--- config.mk ---
export PLATFORM = sky130hd
export DESIGN_NAME = cgwp_top
export DESIGN_NICKNAME = d
export VERILOG_FILES = /design/src/core/cgwp_pkg.sv /design/src/core/cgwp_top.sv /design/src/core/cgwp_warmup_timer.sv /design/src/core/cgwp_clock_divider.sv
export SDC_FILE = /design/constraint.sdc
export NUM_CORES = 1
export LEC_CHECK = 0
export BUFFER_PORTS_ARGS = -buffer_cell sky130_fd_sc_hd__buf_2
export CAP_MARGIN = 5
export CORE_UTILIZATION = 45
export DETAILED_ROUTE_END_ITERATION = 8
export GPL_ROUTABILITY_DRIVEN = 1
export PLACE_DENSITY = 0.72
export SETUP_SLACK_MARGIN = 0.1
export SLEW_MARGIN = 20
export SYNTH_ARGS = -nofsm -noshare
export SYNTH_HDL_FRONTEND = slang
export SYNTH_SLANG_ARGS = --single-unit
--- constraint.sdc ---
create_clock -name sys_clk -period 4.8 [get_ports sys_clk]
set_input_delay 0.96 -clock sys_clk [delete_from_list [all_inputs] [get_ports sys_clk]]
set_output_delay 0.96 -clock sys_clk [all_outputs]
set_load 0.05 [all_outputs]
--- src/core/cgwp_pkg.sv ---
package cgwp_pkg;

    // ------------------------------------------------------------
    // register map (byte addresses, one byte register at each consecutive address)
    // ------------------------------------------------------------
    localparam logic [7:0] REG_WARMUP_PRESCALER = 8'h00_E0;
    localparam logic [7:0] REG_DIVIDER_SELECT   = 8'h00_E1;
    localparam logic [7:0] REG_STANDBY_WARMUP   = 8'h00_E2;
    localparam logic [7:0] REG_PROTECT_STATUS   = 8'h00_E3;
    localparam logic [7:0] REG_PROTECT_KEY      = 8'h00_E4;
    localparam logic [7:0] REG_CS_FIRST         = 8'h00_C0;
    localparam logic [7:0] REG_CS_LAST          = 8'h00_CF;

    localparam logic [7:0] PROTECT_OFF_KEY      = 8'h00_1F;

    // ------------------------------------------------------------
    // reset values
    // ------------------------------------------------------------
    localparam logic [1:0] RST_PRESCALER        = 2'h0;
    localparam logic [2:0] RST_GEAR             = 3'h4;
    localparam logic [1:0] RST_WARMUP_LEN       = 2'h2;
    localparam logic [1:0] RST_HALT_STATE       = 2'h3;
    localparam logic       RST_PIN_DRIVE        = 1'b0;
    localparam logic       RST_EXT_OSC          = 1'b0;
    localparam logic       RST_PROTECT          = 1'b0;

    // fixed read patterns of always-write bits
    localparam logic [7:0] FIX_WARMUP_PRESCALER = 8'h00_A0;
    localparam logic [7:0] FIX_STANDBY_WARMUP   = 8'h00_00;
    localparam logic [7:0] FIX_PROTECT_STATUS   = 8'h00_23;

    // ------------------------------------------------------------
    // field positions
    // ------------------------------------------------------------
    localparam int POS_WARMUP_FLAG = 2;
    localparam int POS_PRESCALER   = 0;
    localparam int POS_GEAR        = 0;
    localparam int POS_WARMUP_LEN  = 4;
    localparam int POS_HALT_STATE  = 2;
    localparam int POS_PIN_DRIVE   = 0;
    localparam int POS_EXT_OSC     = 2;
    localparam int POS_PROTECT     = 7;

    // ------------------------------------------------------------
    // warm-up lengths as exponents of two
    // ------------------------------------------------------------
    localparam int WARMUP_EXP_SHORT = 8;
    localparam int WARMUP_EXP_MID   = 14;
    localparam int WARMUP_EXP_LONG  = 16;
    localparam int WARMUP_CNT_W     = 17;

    // ------------------------------------------------------------
    // encodings
    // ------------------------------------------------------------
    typedef enum logic [1:0] {
        HALT_RSVD,
        HALT_STOP,
        HALT_IDLE_A,
        HALT_IDLE_B
    } cgwp_halt_e;

    typedef enum logic [1:0] {
        PRE_CPU_CLOCK,
        PRE_RSVD_A,
        PRE_FC_DIV16,
        PRE_RSVD_B
    } cgwp_pre_e;

    typedef struct packed {
        logic [2:0]  gearSel;
        cgwp_pre_e   prescalerSourceSel;
        logic [1:0]  warmupLengthSel;
        cgwp_halt_e  haltStateSel;
        logic        standbyPinDrive;
        logic        externalOscSel;
    } cgwp_cfg_s;

    typedef struct packed {
        logic        cyc;
        logic        stb;
        logic        we;
        logic [3:0]  sel;
        logic [7:0]  adr;
        logic [31:0] dat;
    } cgwp_wb_req_s;

endpackage

--- src/core/cgwp_top.sv ---
`timescale 1ns/10ps
module cgwp_top (
    // clock and reset
    input  wire logic                  sys_clk,
    input  wire logic                  rst_n,
    // wishbone slave
    input  wire logic                  wb_cyc_i,
    input  wire logic                  wb_stb_i,
    input  wire logic                  wb_we_i,
    input  wire logic [3:0]            wb_sel_i,
    input  wire logic [7:0]            wb_adr_i,
    input  wire logic [31:0]           wb_dat_i,
    output logic      [31:0]           wb_dat_o,
    output logic                       wb_ack_o,
    // clock gear outputs
    output logic                       gearTick,
    output logic                       prescalerTick,
    output logic                       warmupBusy,
    output cgwp_pkg::cgwp_halt_e       haltStateSel,
    output logic                       stopPinDrive,
    output logic                       externalOscSel,
    // protection and chip-select write gating
    output logic                       protectOn,
    output logic                       csWriteStrobe,
    output logic      [7:0]            csWriteAddr,
    output logic      [7:0]            csWriteData
);
    // ------------------------------------------------------------
    // bus request decode
    // ------------------------------------------------------------
    cgwp_pkg::cgwp_wb_req_s req;
    logic                   ack_r;
    logic                   access;
    logic                   wrLane0;
    logic                   wrEn;
    logic                   blocked;
    logic                   isCs;

    assign req     = '{cyc: wb_cyc_i, stb: wb_stb_i, we: wb_we_i, sel: wb_sel_i,
                       adr: wb_adr_i, dat: wb_dat_i};
    assign access  = req.cyc && req.stb && !ack_r;
    assign wrLane0 = access && req.we && req.sel[0];
    assign isCs    = (req.adr >= cgwp_pkg::REG_CS_FIRST)
                  && (req.adr <= cgwp_pkg::REG_CS_LAST);

    // ------------------------------------------------------------
    // protection
    // ------------------------------------------------------------
    logic protect_r;

    always_comb begin
        case (req.adr)
            cgwp_pkg::REG_WARMUP_PRESCALER,
            cgwp_pkg::REG_DIVIDER_SELECT,
            cgwp_pkg::REG_STANDBY_WARMUP,
            cgwp_pkg::REG_PROTECT_STATUS: blocked = protect_r;
            cgwp_pkg::REG_PROTECT_KEY:    blocked = 1'b0;
            default:                      blocked = isCs && protect_r;
        endcase
    end

    assign wrEn = wrLane0 && !blocked;

    always_ff @(posedge sys_clk or negedge rst_n) begin
        if (!rst_n) begin
            protect_r <= cgwp_pkg::RST_PROTECT;
        end else if (wrLane0 && req.adr == cgwp_pkg::REG_PROTECT_KEY) begin
            protect_r <= (req.dat[7:0] != cgwp_pkg::PROTECT_OFF_KEY);
        end
    end

    // ------------------------------------------------------------
    // configuration registers
    // ------------------------------------------------------------
    cgwp_pkg::cgwp_cfg_s cfg_r;

    always_ff @(posedge sys_clk or negedge rst_n) begin
        if (!rst_n) begin
            cfg_r.prescalerSourceSel <= cgwp_pkg::cgwp_pre_e'(cgwp_pkg::RST_PRESCALER);
            cfg_r.gearSel            <= cgwp_pkg::RST_GEAR;
            cfg_r.warmupLengthSel    <= cgwp_pkg::RST_WARMUP_LEN;
            cfg_r.haltStateSel       <= cgwp_pkg::cgwp_halt_e'(cgwp_pkg::RST_HALT_STATE);
            cfg_r.standbyPinDrive    <= cgwp_pkg::RST_PIN_DRIVE;
            cfg_r.externalOscSel     <= cgwp_pkg::RST_EXT_OSC;
        end else if (wrEn) begin
            case (req.adr)
                cgwp_pkg::REG_WARMUP_PRESCALER: begin
                    // bits 7..3 carry the fixed pattern software must write
                    cfg_r.prescalerSourceSel <= cgwp_pkg::cgwp_pre_e'(
                        req.dat[cgwp_pkg::POS_PRESCALER +: 2]);
                end
                cgwp_pkg::REG_DIVIDER_SELECT: begin
                    cfg_r.gearSel <= req.dat[cgwp_pkg::POS_GEAR +: 3];
                end
                cgwp_pkg::REG_STANDBY_WARMUP: begin
                    cfg_r.warmupLengthSel <= req.dat[cgwp_pkg::POS_WARMUP_LEN +: 2];
                    cfg_r.haltStateSel    <= cgwp_pkg::cgwp_halt_e'(
                        req.dat[cgwp_pkg::POS_HALT_STATE +: 2]);
                    cfg_r.standbyPinDrive <= req.dat[cgwp_pkg::POS_PIN_DRIVE];
                end
                cgwp_pkg::REG_PROTECT_STATUS: begin
                    cfg_r.externalOscSel <= req.dat[cgwp_pkg::POS_EXT_OSC];
                end
                default: begin
                    cfg_r <= cfg_r;
                end
            endcase
        end
    end

    // ------------------------------------------------------------
    // gear divider and warm-up timer
    // ------------------------------------------------------------
    logic gearPulse;
    logic div16Pulse;
    logic warmStart;
    logic warmRunning;

    cgwp_clock_divider u_div (
        .sys_clk   (sys_clk),
        .rst_n     (rst_n),
        .gearSel   (cfg_r.gearSel),
        .gearTick  (gearPulse),
        .div16Tick (div16Pulse)
    );

    assign warmStart = wrEn && req.adr == cgwp_pkg::REG_WARMUP_PRESCALER
                    && req.dat[cgwp_pkg::POS_WARMUP_FLAG];

    cgwp_warmup_timer u_warm (
        .sys_clk   (sys_clk),
        .rst_n     (rst_n),
        .start     (warmStart),
        .lengthSel (cfg_r.warmupLengthSel),
        .inputTick (1'b1),
        .running   (warmRunning)
    );

    // ------------------------------------------------------------
    // registered outputs
    // ------------------------------------------------------------
    logic preTick;

    always_comb begin
        case (cfg_r.prescalerSourceSel)
            cgwp_pkg::PRE_FC_DIV16: preTick = div16Pulse;
            default:                preTick = gearPulse;
        endcase
    end

    always_ff @(posedge sys_clk or negedge rst_n) begin
        if (!rst_n) begin
            gearTick      <= 1'b0;
            prescalerTick <= 1'b0;
            warmupBusy    <= 1'b0;
        end else begin
            gearTick      <= gearPulse;
            prescalerTick <= preTick;
            warmupBusy    <= warmRunning;
        end
    end

    always_ff @(posedge sys_clk or negedge rst_n) begin
        if (!rst_n) begin
            haltStateSel   <= cgwp_pkg::cgwp_halt_e'(cgwp_pkg::RST_HALT_STATE);
            stopPinDrive   <= cgwp_pkg::RST_PIN_DRIVE;
            externalOscSel <= cgwp_pkg::RST_EXT_OSC;
            protectOn      <= cgwp_pkg::RST_PROTECT;
        end else begin
            haltStateSel   <= cfg_r.haltStateSel;
            stopPinDrive   <= cfg_r.standbyPinDrive
                           && cfg_r.haltStateSel == cgwp_pkg::HALT_STOP;
            externalOscSel <= cfg_r.externalOscSel;
            protectOn      <= protect_r;
        end
    end

    // chip-select writes pass only while unprotected
    always_ff @(posedge sys_clk or negedge rst_n) begin
        if (!rst_n) begin
            csWriteStrobe <= 1'b0;
            csWriteAddr   <= '0;
            csWriteData   <= '0;
        end else begin
            csWriteStrobe <= wrEn && isCs;
            if (wrEn && isCs) begin
                csWriteAddr <= req.adr;
                csWriteData <= req.dat[7:0];
            end
        end
    end

    // ------------------------------------------------------------
    // bus answer
    // ------------------------------------------------------------
    logic [7:0] rdByte;

    always_comb begin
        case (req.adr)
            cgwp_pkg::REG_WARMUP_PRESCALER: begin
                rdByte = cgwp_pkg::FIX_WARMUP_PRESCALER;
                rdByte[cgwp_pkg::POS_WARMUP_FLAG] = warmRunning;
                rdByte[cgwp_pkg::POS_PRESCALER +: 2] = cfg_r.prescalerSourceSel;
            end
            cgwp_pkg::REG_DIVIDER_SELECT: begin
                rdByte = '0;
                rdByte[cgwp_pkg::POS_GEAR +: 3] = cfg_r.gearSel;
            end
            cgwp_pkg::REG_STANDBY_WARMUP: begin
                rdByte = cgwp_pkg::FIX_STANDBY_WARMUP;
                rdByte[cgwp_pkg::POS_WARMUP_LEN +: 2] = cfg_r.warmupLengthSel;
                rdByte[cgwp_pkg::POS_HALT_STATE +: 2] = cfg_r.haltStateSel;
                rdByte[cgwp_pkg::POS_PIN_DRIVE]       = cfg_r.standbyPinDrive;
            end
            cgwp_pkg::REG_PROTECT_STATUS: begin
                rdByte = cgwp_pkg::FIX_PROTECT_STATUS;
                rdByte[cgwp_pkg::POS_PROTECT] = protect_r;
                rdByte[cgwp_pkg::POS_EXT_OSC] = cfg_r.externalOscSel;
            end
            default: begin
                rdByte = '0;
            end
        endcase
    end

    always_ff @(posedge sys_clk or negedge rst_n) begin
        if (!rst_n) begin
            ack_r    <= 1'b0;
            wb_dat_o <= '0;
        end else begin
            ack_r    <= access;
            wb_dat_o <= access ? {24'h00_0000, rdByte} : '0;
        end
    end

    assign wb_ack_o = ack_r;
endmodule

--- src/core/cgwp_warmup_timer.sv ---
`timescale 1ns/10ps
module cgwp_warmup_timer #(
    parameter int CNT_W = cgwp_pkg::WARMUP_CNT_W
) (
    // clock and reset
    input  wire logic             sys_clk,
    input  wire logic             rst_n,
    // control
    input  wire logic             start,
    input  wire logic [1:0]       lengthSel,
    input  wire logic             inputTick,
    // status
    output logic                  running
);
    logic [CNT_W-1:0] count_r;
    logic [CNT_W-1:0] target;
    logic             running_r;

    always_comb begin
        case (lengthSel)
            2'h1:    target = CNT_W'(1) << cgwp_pkg::WARMUP_EXP_SHORT;
            2'h2:    target = CNT_W'(1) << cgwp_pkg::WARMUP_EXP_MID;
            2'h3:    target = CNT_W'(1) << cgwp_pkg::WARMUP_EXP_LONG;
            default: target = CNT_W'(1) << cgwp_pkg::WARMUP_EXP_SHORT;
        endcase
    end

    // counts input periods, clears running at the selected length
    always_ff @(posedge sys_clk or negedge rst_n) begin
        if (!rst_n) begin
            count_r   <= '0;
            running_r <= 1'b0;
        end else if (start) begin
            count_r   <= '0;
            running_r <= 1'b1;
        end else if (running_r && inputTick) begin
            if (count_r + CNT_W'(1) >= target) begin
                running_r <= 1'b0;
            end
            count_r <= count_r + CNT_W'(1);
        end
    end

    assign running = running_r;
endmodule

--- src/core/cgwp_clock_divider.sv ---
`timescale 1ns/10ps
module cgwp_clock_divider #(
    parameter int DIV_W = 4
) (
    // clock and reset
    input  wire logic sys_clk,
    input  wire logic rst_n,
    // ratio as a power of two
    input  wire logic [2:0] gearSel,
    // enable pulses
    output logic            gearTick,
    output logic            div16Tick
);
    logic [DIV_W-1:0] count_r;
    logic [DIV_W-1:0] mask;

    always_comb begin
        case (gearSel)
            3'h0:    mask = DIV_W'(0);
            3'h1:    mask = DIV_W'(1);
            3'h2:    mask = DIV_W'(3);
            3'h3:    mask = DIV_W'(7);
            3'h4:    mask = DIV_W'(15);
            default: mask = DIV_W'(15);
        endcase
    end

    always_ff @(posedge sys_clk or negedge rst_n) begin
        if (!rst_n) begin
            count_r <= '0;
        end else begin
            count_r <= count_r + DIV_W'(1);
        end
    end

    assign gearTick  = (count_r & mask) == mask;
    assign div16Tick = &count_r;
endmodule

=== After elaboration in Yosys (flattened, before gate mapping) ===
Cells that the tools add are included.

* $lt $le $gt $ge: 3
* Reduce and logical (&&, ||, !) cells: 22
* Add/sub/neg operators: 2
* Bitwise logic cells: 1
* Equality and inequality tests: 14
* Multiplexer cells: 11

{| class="wikitable"
|+ Operators with widths
! operator !! number
|-
| $eq 8x8->1 const B || 5
|-
| $mux 17 || 2
|-
| $pmux 17 s2 || 1
|-
| $pmux 8 s4 || 1
|-
| $add 17x1->17 const B || 1
|-
| $ge 17x17->1 || 1
|-
| $pmux 4 s4 || 1
|-
| $logic_and 1x1->1 || 12
|-
| $ge 8x8->1 const B || 1
|-
| $le 8x8->1 const B || 1
|-
| $mux 8 || 1
|-
| $ne 8x5->1 const B || 1
|-
| $reduce_and 2->1 || 4
|-
| $eq 2x2->1 const B || 3
|-
| $eq 3x2->1 const B || 2
|-
| $add 4x1->4 const B || 1
|-
| $and 4x4->4 || 1
|-
| $eq 4x4->1 || 1
|-
| $mux 1 || 4
|-
| $reduce_and 4->1 || 1
|-
| $reduce_or 4->1 || 1
|-
| $eq 3x1->1 const B || 1
|-
| $logic_not 3->1 || 1
|-
| $eq 2x1->1 const B || 1
|-
| other kinds (3) || 4
|}

* Register bits: 68
* Bits of input ports: 49
* Logic and storage cells: 75
* Output and inout port bits: 58

=== Logic depth before layout (Yosys ltp) ===
Gate-level depths: netlist of run 1.

* Word-level depth: 9
* Gate-level depth with buffers: 11
* Gate-level depth less buffers: 11

=== Hierarchy ===
From an unflattened synthesis of run 1, not the netlist that was laid out.

* Cells, all modules: 299
* Area, all modules: 3344.5 um^2

{| class="wikitable"
|+ By module, submodules not included
! module !! instances !! cells each !! sequential area each (um^2) !! area an instance (um^2)
|-
| cgwp_top || 1 || 146 || 1133.6 || 1938.1
|-
| cgwp_warmup_timer || 1 || 137 || 450.4 || 1221.2
|-
| cgwp_clock_divider || 1 || 16 || 100.1 || 185.2
|}

=== Worst setup path after synthesis of run 1 ===
OpenSTA, ideal clock, no wires.

* Path kind: input port to flip-flop
* Start: input wb_cyc_i
* End: register csWriteAddr[2]
* Stages: 6
* Path slack: 2.283 ns
* Required time: 4.675 ns
* Library setup time: 0.125 ns
* Arrival time: 2.392 ns
* Path buffers: 1
* Cells stage by stage: nand2_1 nor2_1 nand3_2 nor4_2 buf_6 mux2_2

* Cells in the longest elaborated chain, start to end: 6

{| class="wikitable"
|+ RTL lines
! what !! RTL line !! RTL
|-
| from (decl) || cgwp_top.sv:7 || <nowiki>input wire logic wb_cyc_i,</nowiki>
|-
| $logic_and 1x1->1 (2 in series) || cgwp_top.sv:41 || <nowiki>assign access = req.cyc && req.stb && !ack_r;</nowiki>
|-
| net access || cgwp_top.sv:33 || <nowiki>logic access;</nowiki>
|-
| $logic_and 1x1->1 (2 in series) || cgwp_top.sv:42 || <nowiki>assign wrLane0 = access && req.we && req.sel[0];</nowiki>
|-
| $logic_and 1x1->1 || cgwp_top.sv:62 || <nowiki>assign wrEn = wrLane0 && !blocked;</nowiki>
|-
| $logic_and 1x1->1 || cgwp_top.sv:186 || <nowiki>if (wrEn && isCs) begin</nowiki>
|-
| to (signal assigned) || cgwp_top.sv:187 || <nowiki>csWriteAddr <= req.adr;</nowiki>
|-
| to (decl) || cgwp_top.sv:25 || <nowiki>output logic [7:0] csWriteAddr,</nowiki>
|}

The timed path passes the listed nets, and every way through them passes these cells.
A chain may end at the register's enable or synchronous reset.

=== Final worst setup path of run 1 ===
* Start: register u_warm.count_r[6]
* End: register u_warm.running_r (netlist: u_warm.running)

* Cells in the longest elaborated chain, start to end: 5

{| class="wikitable"
|+ RTL lines
! what !! RTL line !! RTL
|-
| from (decl) || cgwp_warmup_timer.sv:15 || <nowiki>logic [CNT_W-1:0] count_r;</nowiki>
|-
| from (signal assigned) || cgwp_warmup_timer.sv:40 || <nowiki>count_r <= count_r + CNT_W'(1);</nowiki>
|-
| $add 17x1->17 || cgwp_warmup_timer.sv:37 || <nowiki>if (count_r + CNT_W'(1) >= target) begin</nowiki>
|-
| $ge 17x17->1 || cgwp_warmup_timer.sv:37 ||
|-
| $mux 1 || cgwp_warmup_timer.sv:37 ||
|-
| $mux 1 || cgwp_warmup_timer.sv:36 || <nowiki>end else if (running_r && inputTick) begin</nowiki>
|-
| $mux 1 || cgwp_warmup_timer.sv:33 || <nowiki>end else if (start) begin</nowiki>
|-
| to (signal assigned) || cgwp_warmup_timer.sv:32 || <nowiki>running_r <= 1'b0;</nowiki>
|-
| to (signal assigned) || cgwp_warmup_timer.sv:35 || <nowiki>running_r <= 1'b1;</nowiki>
|-
| to (signal assigned) || cgwp_warmup_timer.sv:38 || <nowiki>running_r <= 1'b0;</nowiki>
|-
| to (decl) || cgwp_warmup_timer.sv:17 || <nowiki>logic running_r;</nowiki>
|}

No other way between the ends.

==> impl_metrics.yaml, run 1 <==
power_and_ir_drop:
  power_leakage_nw: 1.78
  max-vdd-ir-drop_mv: 0.131
  powerDensity_nw_per_um2: 371
clock_network:
  htree_levels: 3
  cts_tree: "yes"
  cts_resized: 0
  clk_pin_slew_ps: 80
  cts_buffer_depth: 2
  numCtsBuffers: 9
  holdBufCountCts: 0
  clkLatencyLatePin_ps: 350
  root_buffer: "clkbuf_8"
  cts.sinks: 67
  postCtsSetupBuffers: 0
detailed_routing:
  final_antenna_net_count: 0
  vias: 2238
  drtPass1Iterations: 4
  post_drt_wl_per_cell_um: 13.8
  drt_iter0_drc: 109
  viasPerCell: 4.95
  wirelength_mm: 6.24
  route.detailed.drc: 0
die:
  initial_utilization: 0.473
  dieArea_um2: 7600
  io_pins: 107
  dieWidth_um: 87.2
  die-height_um: 87.2
  std_cell_rows: 30
  core_um2: 6910
setup_path:
  r2r_cells: 8
  cp.arrival_ps: 2950
  critPathRequiredTime_ps: 5080
  startpoint_type: "flip-flop"
  worstSetupPathType: "flip-flop to flip-flop"
  end_kind: "flip-flop"
  crit_fanout: 5
  reg2reg_slack_ps: 2130
placement:
  place_inst: 436
  hpwl_mm: 4.31
  portBuffers: 54
  gp_congestion: 0.843
  pre_cts_ws_ps: 1810
synth:
  synth_top_family_by_area: "simple AND/OR/NAND/NOR gates"
  syn_area_um2: 3270
  synth_compound_area_frac: 0.0494
  syn_avg_cell_area_um2: 11.0
  synth_cells: 297
  synthArstFlopShare: 1.00
  synth_adder_area_share: 0.0192
  synth_cell_types: 49
  synth_mux_area_frac: 0.0992
  ys_seq_elements: 67
  synth-edff-count: 0
  synth-simple-area-share: 0.165
  synthXorXnorAreaFrac: 0.0670
  synthTopCellsByArea: "dfrtp_1 (47%), mux2_2 (8.6%), buf_4 (5.7%), dfstp_2 (4.8%), nor2_1 (4.0%)"
  ys.flop_type: "dfrtp_1"
  synth_top_area_frac: 0.467
  ys_seq_area_frac: 0.516
  synth_largest_area_cell: "dfrtp_1"
  ys_warn_count: 0
sta:
  finalCritPeriodShare: 0.556
  period_needed_ps: 2670
  relSlewSlack: 0.373
  final_max_slew_viol_count: 0
  max_freq_mhz: 375
  whs_ps: 387
  final_hold_viol_count: 0
  tns_ps: 0
  skew_ps: 12.4
  setup_violations: 0
  timing.final.ws_setup_ps: 2130
  tightest_slew_ps: 941
  rsz0062_at_grt: "no"
global_route:
  overflow: 0
  grt_usage: 0.176
  grt_pass1_wl_mm: 10.1
  grt_pass1_vias: 2109
  antenna_found_initial: 0
  grt_max_degree: 43
final_layout:
  fin_cells: 452
  nFillCells: 613
  layout_common_cells: "dfrtp_1 (61), buf_2 (54), nor2_1 (35)"
  area_growth_pct: 13.7
  layout-drive-gt1-share: 0.312
  final_common_cell: "dfrtp_1"
  diodes: 0
  fin_nets: 405
min_path:
  hold_class: "flip-flop to flip-flop"
  holdPathStages: 0
run_status:
  status: "complete, no violations"
job:
  max_cap_viol_count: 0
-- registers in the layout (all words and copies together) (netlist names) --
signal,count
prescalerTick,1
csWriteData,8
csWriteAddr,8
u_warm.count_r,17
warmupBusy,1
stopPinDrive,1
protect_r,1
haltStateSel,2
gearTick,1
protectOn,1
cfg_r,11
wb_dat_o,7
csWriteStrobe,1
externalOscSel,1
u_div.count_r,4
wb_ack_o,1
u_warm.running,1
-- synthesized netlist by cell type, drive strengths merged, types with 5 or more instances --
| library cell | count |
|---|---|
| nand2 | 17 |
| nor2 | 35 |
| buf | 31 |
| and3 | 7 |
| dfstp | 6 |
| nand2b | 6 |
| clkbuf | 6 |
| nand3 | 12 |
| o21ai | 6 |
| dfrtp | 61 |
| xor2 | 15 |
| inv | 6 |
| ha | 5 |
| mux2 | 25 |
| nand4 | 6 |
| xnor2 | 10 |
-- stage by stage --
stage          area (um^2)   util  power, mW
4_1_cts               3710  0.538       1.39
6_report              3710  0.538       1.38
3_3_place_gp          3510  0.508      0.901
2_1_floorplan         3360      -      0.857
3_5_place_dp          3510  0.508      0.911
5_1_grt               3710  0.538       1.44
-- worst max-delay path, cell delays in order, from the launching register on --
cell and delay (ps):
dfrtp_1 450, nand4_1 230, nor3_1 510, and3_1 330, nand3_1 110, xnor2_1 160, ha_1 330, a311oi_1 290
a31o_2 200
-- power breakdown --
part           switching, mW  leakage [nW]  internal, mW
clock                  0.222        0.0987         0.254
sequential            0.0191         0.808         0.584
combinational          0.198         0.871        0.0996
-- per-layer routing --
metal	GRT usage	up-vias	part of all wire
li1	-	1078	-
met1	0.236	1093	0.47
met2	0.269	56	0.48
met3	0.0483	11	0.036
met4	0.0730	0	0.016
met5	0	-	0
-- path summary, 6_finish.rpt --
kind | end | start
min in group asynchronous | u_warm.count_r[6] | rst_n
setup reg to reg | u_warm.running | u_warm.count_r[6]
hold / removal | haltStateSel[1] | cfg_r[3]
max in group asynchronous | haltStateSel[0] | rst_n
setup / recovery | u_warm.running | u_warm.count_r[6]
hold reg to reg | haltStateSel[1] | cfg_r[3]
-- final cells by class --
type	instances	area, um^2	area share
sequential	67	1680	0.454
inverter	6	22.5	0.00607
clock inverter	6	63.8	0.0172
timing repair buffer	56	285	0.0768
clock buffer	10	138	0.0371
tap	96	120	0.0324
multi-input combinational	211	1400	0.377
-- cell families after synthesis --
logic type	after synthesis
mux	28
xor+xnor	25
simple gates	104
fa+ha+maj	5
buf+inv	43
flops	67
compound gates	24
other cells	1
Power figures use the tool's default switching activity.
==> inputs of run 2 (changes only) <==
--- a/config.mk
+++ b/config.mk
@@ -5,12 +5,13 @@
 export SDC_FILE = /design/constraint.sdc
 export NUM_CORES = 1
 export LEC_CHECK = 0
+export ABC_AREA = 1
 export BUFFER_PORTS_ARGS = -buffer_cell sky130_fd_sc_hd__buf_2
 export CAP_MARGIN = 5
 export CORE_UTILIZATION = 45
 export DETAILED_ROUTE_END_ITERATION = 8
 export GPL_ROUTABILITY_DRIVEN = 1
-export PLACE_DENSITY = 0.72
+export PLACE_DENSITY = 0.74
 export SETUP_SLACK_MARGIN = 0.1
 export SLEW_MARGIN = 20
 export SYNTH_ARGS = -nofsm -noshare
==> constraint.sdc (replaced) <==
create_clock -name sys_clk -period 2.2 [get_ports sys_clk]
set_input_delay 0.44 -clock sys_clk [delete_from_list [all_inputs] [get_ports sys_clk]]
set_output_delay 0.44 -clock sys_clk [all_outputs]
set_load 0.05 [all_outputs]
==> run 2 against run 1 <==
Effect of this change: the run now ends with negative setup slack left; critical path depth rose by 9; via count rose by 31%; routed wire length rose by 20%; final cell count rose by 37%; sequential power rose by 130%; global-route usage rose by 2.3 points; die area rose by 7.6%; clock power rose to 2.6 times the previous value; area after synthesis rose by 7.8%.
==> impl_metrics.yaml, run 2 <==
run_status:
  status: "complete, but fails checks"
  violations: "negative setup slack"
setup_path:
  cp.arrival_ps: 2700
  critPathRequiredTime_ps: 2440
  end_kind: "flip-flop"
  crit_family: "simple AND/OR/NAND/NOR gates"
  cp_slowest_cell: "dfrtp_1"
  worstSetupStartpoint: "u_warm.count_r[1]"
  cp_slowest_stage_delay_ps: 370
  worstReg2RegEnd: "u_warm.running"
  r2r_start: "u_warm.count_r[1]"
  reg2reg_slack_ps: -260
  startpoint_type: "flip-flop"
  worstPathCellList: "ha_2, nand2_2, nor2_4, nand2_2, nor2_4, nand4_1, xnor2_2, ha_1, nand2_1, nor2_1, nand3_1, nor2_1, nand3_1, nor2_1, nand2_1, nand3_2, nand2_1"
  r2r_cells: 17
  critPathBufInv: 0
  worstSetupPathType: "flip-flop to flip-flop"
  crit_fanout: 3
synth:
  synth_cell_types: 36
  synth-edff-count: 0
  synthArstFlopShare: 1.00
  synth_cells: 427
  syn_avg_cell_area_um2: 8.24
  ys_top_cells_by_count: "nand2_1 (120), dfrtp_1 (61), inv_1 (45)"
  synthTopCellsByArea: "dfrtp_1 (43%), nand2_1 (13%), buf_4 (5.3%), inv_1 (4.8%), dfstp_2 (4.5%)"
  ys_warn_count: 0
  ys_seq_area_frac: 0.478
  ys.flop_type: "dfrtp_1"
  post-synth-top-count-cell: "nand2_1"
  syn_area_um2: 3520
  ys_seq_elements: 67
  synth_top_area_frac: 0.434
  synth_largest_area_cell: "dfrtp_1"
detailed_routing:
  wl_met3_um: 331
  post_drt_wl_per_cell_um: 12.1
  wl_met1_mm: 3.47
  drtPass1Iterations: 4
  met2WireLength_mm: 3.58
  final_antenna_net_count: 0
  top_layer_used: "met4"
  route.detailed.drc: 0
  vias: 2932
  wirelength_mm: 7.47
  viasPerCell: 4.74
  drt_iter0_drc: 182
final_layout:
  nFillCells: 660
  layout_common_cells: "nand2_1 (118), dfrtp_1 (61), buf_2 (54)"
  largest_register_ff_count: 17
  final_common_cell: "nand2_1"
  area_growth_pct: 21.9
  top_register: "u_warm.count_r"
  diodes: 0
  fin_nets: 569
  postLayoutCellArea_um2: 4290
  layout-drive-gt1-share: 0.296
  reg_top3: "u_warm.count_r x17, cfg_r x11"
die:
  initial_utilization: 0.475
  core_um2: 7410
  dieWidth_um: 90.4
  die-height_um: 90.4
  io_pins: 107
  std_cell_rows: 31
  dieArea_um2: 8180
sta:
  period_needed_ps: 2460
  tightest_slew_ps: 575
  whs_ps: 47.2
  max_freq_mhz: 406
  finalCritPeriodShare: 1.12
  skew_ps: 10.0
  rsz0062_at_grt: "yes"
  final_hold_viol_count: 0
  timing.final.ws_setup_ps: -260
  relSlewSlack: 0.614
  tns_ps: -260
  setup_violations: 1
  final_max_slew_viol_count: 0
global_route:
  grt_usage: 0.199
  antenna_found_initial: 0
  grt_max_degree: 48
  overflow: 0
  grt_pass1_vias: 2863
  grt_pass1_wl_mm: 13.0
min_path:
  hold_class: "primary input to asynchronous set/reset pin"
placement:
  pre_cts_ws_ps: -122
  place_area_um2: 4010
  gp_congestion: 0.853
  hpwl_mm: 5.38
  portBuffers: 54
clock_network:
  htree_levels: 3
  clkLatencyLatePin_ps: 350
  cts_buffer_depth: 2
  cts_tree: "yes"
  root_buffer: "clkbuf_8"
  numCtsBuffers: 9
  clk_pin_slew_ps: 80
  cts.sinks: 67
power_and_ir_drop:
  powerDensity_nw_per_um2: 803
  total_power_mw: 3.44
  max-vdd-ir-drop_mv: 0.437
  power_leakage_nw: 2.25
job:
  max_cap_viol_count: 0
## run 2: cell count changes after synthesis, moves of 8 or more
cell,previous run,this run
nand2_1,17,120
inv_1,6,45
mux2_2,25,1
o21ai_0,6,28
inv_2,0,11
nand3_1,11,20
o21ai_2,0,9
xor2_1,15,6
nand2_2,0,8
## run 2: layer usage
metal / track usage / vias up
li1: - / 1467
met1: 0.253 / 1369
met2: 0.335 / 84
met3: 0.0497 / 12
met4: 0.0591 / 0
met5: 0 / -
## run 2: worst max-delay path by stage
| stage | to | slack (ps) | cells after the start |
|---|---|---|---|
| 5_1_grt | u_warm.running | -510 | 17 |
| 6_report | u_warm.running | -260 | 17 |
| 3_3_place_gp | u_warm.running | -130 | 17 |
| 2_1_floorplan | u_warm.running | -40 | 17 |
| 4_1_cts | u_warm.running | -160 | 17 |
| 3_5_place_dp | u_warm.running | -120 | 17 |
## run 2: stage by stage
stage | cells | utilization
final | 619 | 0.579
after CTS | 617 | 0.573
after floorplan | 451 | -
after global routing | 619 | 0.579
after global placement | 601 | 0.541
after detailed placement | 601 | 0.541
## run 2: cell type report
cell class / count / area [um^2] / area share
flip-flops and latches: 67 / 1680 / 0.392
multi-input cells: 297 / 1520 / 0.355
repair buffers: 84 / 508 / 0.118
inverters: 56 / 210 / 0.0490
clock buffers: 10 / 128 / 0.0297
well taps: 99 / 124 / 0.0289
clock inverters: 6 / 114 / 0.0265
## run 2: where the power goes
group	switching (mW)	internal, mW
sequential	0.0659	1.33
clock	0.494	0.757
combinational	0.520	0.279
total	1.08	2.36
## run 2: timing repair
item	in CTS	in global routing
pin swaps	0	11
endpoints found under the setup margin	1	1
buffers inserted	0	2
resized for setup	0	7
hold buffers	0	0
## run 2: cells by family after synthesis
kind of cell	after synthesis	share of synthesized area
and+or+nand+nor	208	0.265
other	1	0.00107
muxes	1	0.00320
DFF	67	0.478
adders and majority gates	5	0.0178
buffers and inverters	87	0.124
xor gates and xnor gates	9	0.0224
AOI/OAI and AO/OA	49	0.0878
==> inputs of run 3 (changes only) <==
--- a/config.mk
+++ b/config.mk
@@ -11,6 +11,8 @@
 export CORE_UTILIZATION = 45
 export DETAILED_ROUTE_END_ITERATION = 8
 export GPL_ROUTABILITY_DRIVEN = 1
+export GPL_TIMING_DRIVEN = 0
+export HOLD_SLACK_MARGIN = 0.12
 export PLACE_DENSITY = 0.74
 export SETUP_SLACK_MARGIN = 0.1
 export SLEW_MARGIN = 20
==> run 3 against run 2 <==
Effect of this change: the flow still finishes with violations (negative setup slack); largest cell class unchanged; flip-flop and latch count stayed put; utilization is 1.4 points higher; clock skew is 2.7 ps lower; via count is 0.89% higher; clock power is 6% lower; first-iteration DRC count is 16% higher; worst setup slack worse by 19 ps; largest power group unchanged; non-clock buffer count is 12 higher; maximum frequency is 0.77% lower.
==> impl_metrics.yaml, run 3 (synthesis gave the netlist of run 2 again) <==
sta:
  tightest_slew_ps: 555
  skew_ps: 7.33
  whs_ps: 306
  period_needed_ps: 2480
  timing.final.ws_setup_ps: -280
  final_hold_viol_count: 0
  relSlewSlack: 0.627
  final_max_slew_viol_count: 0
  finalCritPeriodShare: 1.13
  setup_violations: 1
  rsz0062_at_grt: "yes"
  max_freq_mhz: 403
power_and_ir_drop:
  total_power_mw: 3.36
  powerDensity_nw_per_um2: 764
  power_leakage_nw: 2.32
  max-vdd-ir-drop_mv: 0.433
final_layout:
  final_common_cell: "nand2_1"
  fin_nets: 581
  area_growth_pct: 24.8
  postLayoutCellArea_um2: 4390
  layout-drive-gt1-share: 0.314
  reg_top3: "u_warm.count_r x17, cfg_r x11"
  top_register: "u_warm.count_r"
  layout_common_cells: "nand2_1 (116), dfrtp_1 (61), buf_2 (54)"
  diodes: 0
  largest_register_ff_count: 17
die:
  dieWidth_um: 90.4
  core_um2: 7410
  die-height_um: 90.4
  initial_utilization: 0.475
  dieArea_um2: 8180
  io_pins: 107
  std_cell_rows: 31
setup_path:
  cp.arrival_ps: 2720
  critPathRequiredTime_ps: 2440
  startpoint_type: "flip-flop"
  crit_fanout: 2
  end_kind: "flip-flop"
  worstSetupPathType: "flip-flop to flip-flop"
run_status:
  status: "complete, but fails checks"
  violations: "negative setup slack"
placement:
  place_area_um2: 4040
  hpwl_mm: 5.47
  gp_congestion: 0.869
  portBuffers: 54
  pre_cts_ws_ps: -505
clock_network:
  cts_buffer_depth: 2
  cts_tree: "yes"
  clk_pin_slew_ps: 80
  cts.sinks: 67
  clkLatencyLatePin_ps: 350
  numCtsBuffers: 9
  htree_levels: 3
  root_buffer: "clkbuf_8"
detailed_routing:
  route.detailed.drc: 0
  post_drt_wl_per_cell_um: 11.9
  wirelength_mm: 7.53
  viasPerCell: 4.69
  vias: 2958
  final_antenna_net_count: 0
  drt_iter0_drc: 211
  drtPass1Iterations: 5
min_path:
  hold_class: "primary input to flip-flop"
job:
  max_cap_viol_count: 0
global_route:
  grt_pass1_vias: 2919
  overflow: 0
  antenna_found_initial: 0
  grt_usage: 0.206
  grt_pass1_wl_mm: 13.4
  grt_max_degree: 46
[run 3: cell count changes in the layout (fill, tap and decap cells not counted), moves of 2 or more]
cell      change
clkbuf_1      +2
nor2_1        -2
nand2_1       -2
buf_6         +2
buf_4         +6
nor2_2        +2
[run 3: power by group]
group / internal, mW / leakage, nW / switching (mW)
Combinational: 0.270 / 1.34 / 0.481
Sequential: 1.33 / 0.878 / 0.113
Clock: 0.646 / 0.110 / 0.520
Total: 2.24 / 2.32 / 1.11
[run 3: worst max-delay path: stages (launching register included)]
cell and delay (ps):
dfrtp_1 400, ha_4 170, nand2_4 60, nor2_4 100, nand2_2 80, nor2_4 100, nand4_1 150, xnor2_2 180
ha_1 330, nand2_2 80, nor2_2 110, nand3_1 80, nor2_1 120, nand3_1 100, nor2_1 140, nand2_1 80
nand3_2 60, nand2_1 50
[run 3: final timing paths]
kind                                   startpoint                end  slack [ps]  depth (start not counted)
worst min register to register           cfg_r[2]    haltStateSel[0]         400                          0
max in group asynchronous                   rst_n           cfg_r[5]        1100                          3
min in group asynchronous                   rst_n  u_warm.count_r[6]         510                          2
worst max register to register  u_warm.count_r[1]     u_warm.running        -280                         17
worst max-delay path            u_warm.count_r[1]     u_warm.running        -280                         17
worst min-delay path                  wb_dat_i[6]     csWriteData[6]         310                          3
[run 3: cell type report]
class	instances	area [um^2]
Multi-Input combinational cell	297	1550
Clock inverter	7	98.8
Tap cell	99	124
Clock buffer	9	124
Buffer	31	226
Fill cell	672	3010
Inverter	56	210
Timing Repair Buffer	65	378
Sequential cell	67	1680
[run 3: per-stage QoR]
stage / cells / setup TNS [ps] / utilization
finish: 631 / -280 / 0.593
global route: 631 / -370 / 0.593
CTS: 628 / -253 / 0.586
detailed placement: 605 / -505 / 0.545
global placement: 604 / -499 / 0.541
floorplan: 451 / -35.8 / -
[run 3: timing repair]
item | 4_1_cts | 5_1_grt
resized for setup | 7 | 6
endpoints found under the hold margin | 21 | 0
setup endpoints to repair | 1 | 1
hold buffers | 1 | 0
buffers inserted | 6 | 3
pin swaps | 6 | 10
[run 3: metal layers]
metal | global-route usage | vias up | part of all wire
met5 | 0 | - | 0
met4 | 0.0860 | 0 | 0.020
met3 | 0.0480 | 15 | 0.060
met2 | 0.338 | 111 | 0.47
met1 | 0.261 | 1342 | 0.45
li1 | - | 1490 | -
